<file path="src/hdl/port_b_pkg.sv">
// Package holding register map, field layouts and carrier structs for the port B block.
package port_b_pkg;

  localparam int unsigned port_width = 8;
  localparam int unsigned addr_width = 12;
  localparam int unsigned shared_low_pins = 4;

  localparam logic [addr_width-1:0] pin_data_addr = 12'h004;
  localparam logic [addr_width-1:0] direction_addr = 12'h008;
  localparam logic [addr_width-1:0] pulldown_inhibit_addr = 12'h00c;
  localparam logic [addr_width-1:0] config_addr = 12'h010;

  localparam logic [port_width-1:0] direction_reset = 8'h00;
  localparam logic [port_width-1:0] inhibit_reset = 8'h00;
  localparam logic [port_width-1:0] latch_init = 8'h00;
  localparam logic [31:0] undefined_read = 32'h0000_0000;
  localparam int unsigned config_global_disable_bit = 0;
  localparam logic config_global_disable_reset = 1'b0;

  typedef enum logic [1:0] {
    sel_none,
    sel_data,
    sel_direction,
    sel_other
  } reg_sel_e;

  typedef struct packed {
    logic psel;
    logic penable;
    logic pwrite;
    logic [addr_width-1:0] paddr;
    logic [31:0] pwdata;
    logic [3:0] pstrb;
  } apb_req_s;

  typedef struct packed {
    logic pready;
    logic pslverr;
    logic [31:0] prdata;
  } apb_rsp_s;

  typedef struct packed {
    logic [port_width-1:0] out_val;
    logic [port_width-1:0] out_en;
    logic [port_width-1:0] pulldown_en;
  } pin_drive_s;

endpackage

</file>
<file path="src/hdl/port_b_parallel_io.sv">
// Port B general-purpose parallel port with an APB register slave.
`timescale 1ns/1ps
module port_b_parallel_io
  import port_b_pkg::*;
#(
  parameter int unsigned width = port_width
) (
  input wire logic mclk,
  input wire logic resetn,
  input wire apb_req_s apb_req,
  output apb_rsp_s apb_rsp,
  input wire logic [width-1:0] pin_in,
  output logic [width-1:0] pin_out,
  output logic [width-1:0] pin_oe,
  output logic [width-1:0] pulldown_en,
  input wire logic [width-1:0] alt_override_en,
  input wire logic [width-1:0] alt_override_val,
  input wire logic [width-1:0] alt_oe,
  output logic [width-1:0] shared_pin_level
);

  //////////////////////////////////////////////////////////////////////////////
  // Register bus decode.

  logic [width-1:0] direction_r;
  logic [width-1:0] inhibit_r;
  logic global_disable_r;
  logic [31:0] prdata_r;
  logic [width-1:0] latch_q;
  logic [width-1:0] pin_sync;

  wire access_phase = apb_req.psel && apb_req.penable;
  wire wr_strobe = access_phase && apb_req.pwrite && apb_req.pstrb[0];
  wire setup_read = apb_req.psel && !apb_req.penable && !apb_req.pwrite;
  wire hit_data = apb_req.paddr == pin_data_addr;
  wire hit_direction = apb_req.paddr == direction_addr;
  wire hit_inhibit = apb_req.paddr == pulldown_inhibit_addr;
  wire hit_config = apb_req.paddr == config_addr;
  wire hit_any = hit_data || hit_direction || hit_inhibit || hit_config;
  wire wr_data = wr_strobe && hit_data;
  wire wr_direction = wr_strobe && hit_direction;
  wire wr_inhibit = wr_strobe && hit_inhibit;
  wire wr_config = wr_strobe && hit_config;
  wire [width-1:0] wbyte = apb_req.pwdata[width-1:0];

  //////////////////////////////////////////////////////////////////////////////
  // Pin data latch and pin synchroniser.

  port_b_latch #(
    .width(width)
  ) u_latch (
    .mclk(mclk),
    .wr_en(wr_data),
    .wr_data(wbyte),
    .latch_q(latch_q)
  );

  port_b_sync #(
    .width(width)
  ) u_sync (
    .mclk(mclk),
    .resetn(resetn),
    .async_in(pin_in),
    .sync_out(pin_sync)
  );

  //////////////////////////////////////////////////////////////////////////////
  // Configuration registers.

  always_ff @(posedge mclk or negedge resetn) begin
    if (!resetn) begin
      direction_r <= width'(direction_reset);
      inhibit_r <= width'(inhibit_reset);
      global_disable_r <= config_global_disable_reset;
    end else begin
      if (wr_direction) begin
        direction_r <= wbyte;
      end
      if (wr_inhibit) begin
        inhibit_r <= wbyte;
      end
      if (wr_config) begin
        global_disable_r <= apb_req.pwdata[config_global_disable_bit];
      end
    end
  end

  //////////////////////////////////////////////////////////////////////////////
  // Read path.

  // Output pins read the latch, inputs read the thresholded synchronised level.
  wire [width-1:0] data_view = (direction_r & latch_q) | (~direction_r & pin_sync);

  function automatic logic [31:0] widen(input logic [width-1:0] v);
    widen = {{(32 - width){1'b0}}, v};
  endfunction

  wire [31:0] rd_mux = hit_data ? widen(data_view) :
                       hit_direction ? widen(direction_r) :
                       hit_config ? {31'h0000_0000, global_disable_r} :
                       undefined_read;

  always_ff @(posedge mclk or negedge resetn) begin
    if (!resetn) begin
      prdata_r <= 32'h0000_0000;
    end else if (setup_read) begin
      prdata_r <= rd_mux;
    end
  end

  assign apb_rsp.pready = 1'b1;
  assign apb_rsp.pslverr = access_phase && !hit_any;
  assign apb_rsp.prdata = prdata_r;

  //////////////////////////////////////////////////////////////////////////////
  // Pin drive.

  // Low pins carry no override; the attached modules only read their level.
  localparam logic [width-1:0] override_mask = ~width'((1 << shared_low_pins) - 1);
  wire [width-1:0] ov_en = alt_override_en & override_mask;
  wire [width-1:0] ov_oe = alt_oe & override_mask;
  wire [width-1:0] drive_oe = direction_r | ov_oe;

  assign pin_out = (ov_en & alt_override_val) | (~ov_en & latch_q);
  assign pin_oe = drive_oe;
  // Any enabled output or an inhibit bit at one removes the pulldown.
  assign pulldown_en = {width{!global_disable_r}} & ~inhibit_r & ~drive_oe;
  assign shared_pin_level = pin_sync;
endmodule

</file>
<file path="src/hdl/port_b_sync.sv">
// Two-stage synchroniser for the port pin levels.
`timescale 1ns/1ps
module port_b_sync
  import port_b_pkg::*;
#(
  parameter int unsigned width = 8
) (
  input wire logic mclk,
  input wire logic resetn,
  input wire logic [width-1:0] async_in,
  output logic [width-1:0] sync_out
);

  logic [width-1:0] stage1_r;
  logic [width-1:0] stage2_r;

  always_ff @(posedge mclk or negedge resetn) begin
    if (!resetn) begin
      stage1_r <= '0;
      stage2_r <= '0;
    end else begin
      stage1_r <= async_in;
      stage2_r <= stage1_r;
    end
  end

  assign sync_out = stage2_r;

endmodule

</file>
<file path="src/hdl/port_b_latch.sv">
// Port data latch that ignores reset and accepts every write.
`timescale 1ns/1ps
module port_b_latch
  import port_b_pkg::*;
#(
  parameter int unsigned width = 8
) (
  input wire logic mclk,
  input wire logic wr_en,
  input wire logic [width-1:0] wr_data,
  output logic [width-1:0] latch_q
);

  logic [width-1:0] latch_r = width'(latch_init);

  // The latch has no reset connection so its content survives a reset.
  always_ff @(posedge mclk) begin
    if (wr_en) begin
      latch_r <= wr_data;
    end
  end

  assign latch_q = latch_r;

endmodule

</file>
<file path="config.mk">
export PLATFORM = sky130hd
export DESIGN_NAME = port_b_parallel_io
export DESIGN_NICKNAME = d
export VERILOG_FILES = /design/src/hdl/port_b_pkg.sv /design/src/hdl/port_b_parallel_io.sv /design/src/hdl/port_b_sync.sv /design/src/hdl/port_b_latch.sv
export SDC_FILE = /design/constraint.sdc
export NUM_CORES = 1
export LEC_CHECK = 0
export ABC_CLOCK_PERIOD_IN_PS = 2200
export BUFFER_PORTS_ARGS = -buffer_cell sky130_fd_sc_hd__buf_2
export CAP_MARGIN = 20
export CORE_ASPECT_RATIO = 0.75
export CORE_MARGIN = 2
export CORE_UTILIZATION = 45
export CTS_CLUSTER_DIAMETER = 150
export CTS_CLUSTER_SIZE = 14
export DETAILED_ROUTE_END_ITERATION = 10
export PLACE_DENSITY = 0.93
export REMOVE_ABC_BUFFERS = 1
export SLEW_MARGIN = 20
export SYNTH_ARGS = -nofsm -noshare
export SYNTH_HDL_FRONTEND = slang
export SYNTH_SLANG_ARGS = --single-unit
</file>
<file path="constraint.sdc">
create_clock -name mclk -period 2.2 [get_ports mclk]
set_clock_uncertainty 0.05 [all_clocks]
set_input_delay 0.11 -clock mclk [delete_from_list [all_inputs] [get_ports mclk]]
set_output_delay 0.11 -clock mclk [all_outputs]
set_load 0.03 [all_outputs]
</file>
==> results.toml <==
[outcome]
status = "finished, final reports clean"

[critical_path]
end_kind = "register"
cp_max_fo = 8
reg2reg_slack_ps = 1050
reg2regPathDepth = 2
arrival_ps = 1820
cp.required_ps = 2330
reg2reg_to = "prdata_r[0]$_DFFE_PN0P_"
cp-start-kind = "input port"
worstSetupPathType = "in -> reg"
r2r_start = "global_disable_r$_DFFE_PN0P_"

[clocking]
clock_latency_ps = 290
root_buffer = "clkbuf_8"
cts-resized-gates = 0
cts_setup_buffers = 0
cts_buffer_depth = 2
htreeDepth = 2
cts_tree = "built"
clkTransAtPathRegs_ps = 90
numCtsBuffers = 5
numClockSinks = 49

[logic_synthesis]
yosysTopAreaCell = "dfrtp_1"
synth_compound_area_share_pct = 5.34
synthMuxAreaShare_pct = 11.3
synthTopCellsByArea = "dfrtp_1 (45%), buf_4 (11%), edfxtp_1 (11%)"
netlist_instances = 187
synthXorXnorAreaFrac_pct = 0.386
synth-simple-area-share_pct = 14.7
synth_top_family_by_area = "simple AND/OR/NAND/NOR gates"
syn_area_mm2 = 0.00227
yosysSeqAreaShare_pct = 55.8
ys_warn_count = 0
ys_ff_latch = 49
ys_types = 35
synth_top_cell_area_share_pct = 45.2
synthAdderAreaFrac_pct = 0
synth_area_per_cell_um2 = 12.1

[timing]
hold_violations = 0
grt_setup_unrepaired = "false"
relSlewSlack_pct = 38.5
tns_ps = 0
period_share_pct = 77.1
fmax_mhz = 590
report.final.slew_viol_count = 0
setup_viol_count_final = 0
tightestPinTransition_ps = 922
worst_hold_slack_ps = 156
fin_crit_ps = 1700
fin_ws_ps = 504

[power]
power_mw = 1.74
p_leak_nw = 1.48
vdd_ir_drop_max_mv = 0.332
power_density_mw_per_mm2 = 600

[floorplan]
start_util_pct = 46.6
rows = 22
die_h_um = 65.5
core_area_mm2 = 0.00487
ios = 151
fp.dieW_um = 86.0
fp.dieArea_mm2 = 0.00564

[finish]
fin_util_pct = 59.7
drive_above_1_share_pct = 44.8
layout.nets = 374
syn2layout_area_growth_pct = 28.0
n_antenna_cell = 0

[grt]
antenna_found_initial = 0
overflow = 0
track_usage_pct = 19.6
grt_pass1_wl_um = 8140
grt_pass1_vias = 1586
grt_max_degree = 42

[hold_path]
hp-start = "apb_req[40]"
holdCritPathClass = "in -> reg"
hold_depth = 3
min_to = "prdata_r[0]$_DFFE_PN0P_"

[place]
dp_hpwl_um = 3910
pre_cts_slack_ps = 194
globalplace.congestion = 0.809
port_buffers = 86

[detailed_routing]
viasPerCell = 4.99
vias = 1746
antenna_left = 0
drt-initial-drc-count = 131
drc = 0
routedWlPerCell_um = 15.4
dr.pass1.iters = 4
wirelength_um = 5390

[flow_run]
drv_cap = 0
## routing by layer
layer / track usage (%) / part of all wire (%) / vias up
li1: - / - / 808
met1: 25.5 / 40 / 825
met2: 32.6 / 49 / 101
met3: 3.77 / 8.8 / 12
met4: 7.54 / 2.0 / 0
met5: 0 / 0 / -
## power by group
group,internal [mW],switching [mW],total (mW),leakage [nW]
logic,0.0838,0.172,0.256,0.826
registers,0.935,0.00589,0.941,0.608
clock network,0.255,0.292,0.548,0.0512
total,1.27,0.470,1.74,1.48
## state kept, by name, indices dropped and copies added, names as in the netlist
signal,count
u_sync.stage1_r,8
global_disable_r,1
prdata_r,8
u_latch.latch_q,8
u_sync.sync_out,8
inhibit_r,8
direction_r,8
## critical path, stage by stage
cell and delay (ps):
buf_2 90, or4_4 560, nor4_4 430, nand2_2 270
mux2_2 350
## synthesized netlist by cell type
library cell,number
nor3_1,10
a32oi_1,1
nor4_1,1
or3b_2,1
dfrtp_1,41
nor3b_1,1
nor4_4,1
xnor2_1,1
nand4_1,4
a21o_1,5
and3_2,1
mux2_2,21
nor2b_1,2
inv_1,5
clkbuf_1,3
nand2b_1,1
a21oi_1,2
o211ai_1,2
nand2_1,11
edfxtp_1,8
nand4_4,1
a31oi_1,1
o311ai_0,5
and2_1,1
nor4b_1,1
conb_1,2
nand2_2,1
or2_2,4
nand4b_1,1
nand3_1,7
nor2_1,3
or4_4,1
or3_1,2
mux2i_1,2
buf_4,33
## what timing repair did
item | 4_1_cts | 5_1_grt
endpoints found under the hold margin | 57 | 0
endpoints found under the setup margin | 0 | 0
hold buffers | 17 | 0
## final cells by class
cell class | count | area, µm²
Clock buffer | 6 | 82.6
Clock inverter | 2 | 13.8
Fill cell | 415 | 1960
Inverter | 5 | 18.8
Multi-Input combinational cell | 120 | 813
Sequential cell | 49 | 1270
Tap cell | 60 | 75.1
Timing Repair Buffer | 108 | 638
## cells by family (layout without fill, tap and decap cells)
kind of cell | after synthesis | count (layout)
AOI/OAI and AO/OA | 16 | 16
xor gates and xnor gates | 1 | 1
buffers and inverters | 41 | 121
DFF | 49 | 49
muxes | 23 | 23
other | 2 | 25
and+or+nand+nor | 55 | 55
## layout by cell type (no fill, tap or decap), types with 3 or more instances in the layout
cell,count
buf_2,86
dfrtp_1,41
conb_1,25
mux2_2,21
dlygate4sd3_1,17
nand2_1,11
nor3_1,10
edfxtp_1,8
nand3_1,7
clkbuf_8,6
inv_1,5
a21o_1,5
o311ai_0,5
buf_4,5
or2_2,4
nand4_1,4
nor2_1,3
## stage by stage
step,std cells,cell area [µm²]
2_1_floorplan,174,2100
3_3_place_gp,325,2640
3_5_place_dp,325,2640
4_1_cts,350,2910
5_1_grt,350,2910
6_report,350,2910
## worst max-delay path by stage
stage	depth (start not counted)	slack (ps)	end	startpoint
2_1_floorplan	3	460	u_latch.latch_q[0]$_DFFE_PP_	apb_req[46]
3_3_place_gp	4	210	u_latch.latch_q[2]$_DFFE_PP_	apb_req[46]
3_5_place_dp	5	190	inhibit_r[4]$_DFFE_PN0P_	apb_req[46]
4_1_cts	5	510	inhibit_r[0]$_DFFE_PN0P_	apb_req[46]
5_1_grt	5	430	inhibit_r[1]$_DFFE_PN0P_	apb_req[46]
6_report	5	500	direction_r[7]$_DFFE_PN0P_	apb_req[46]
Note: power is estimated with default switching activity, not from simulation.
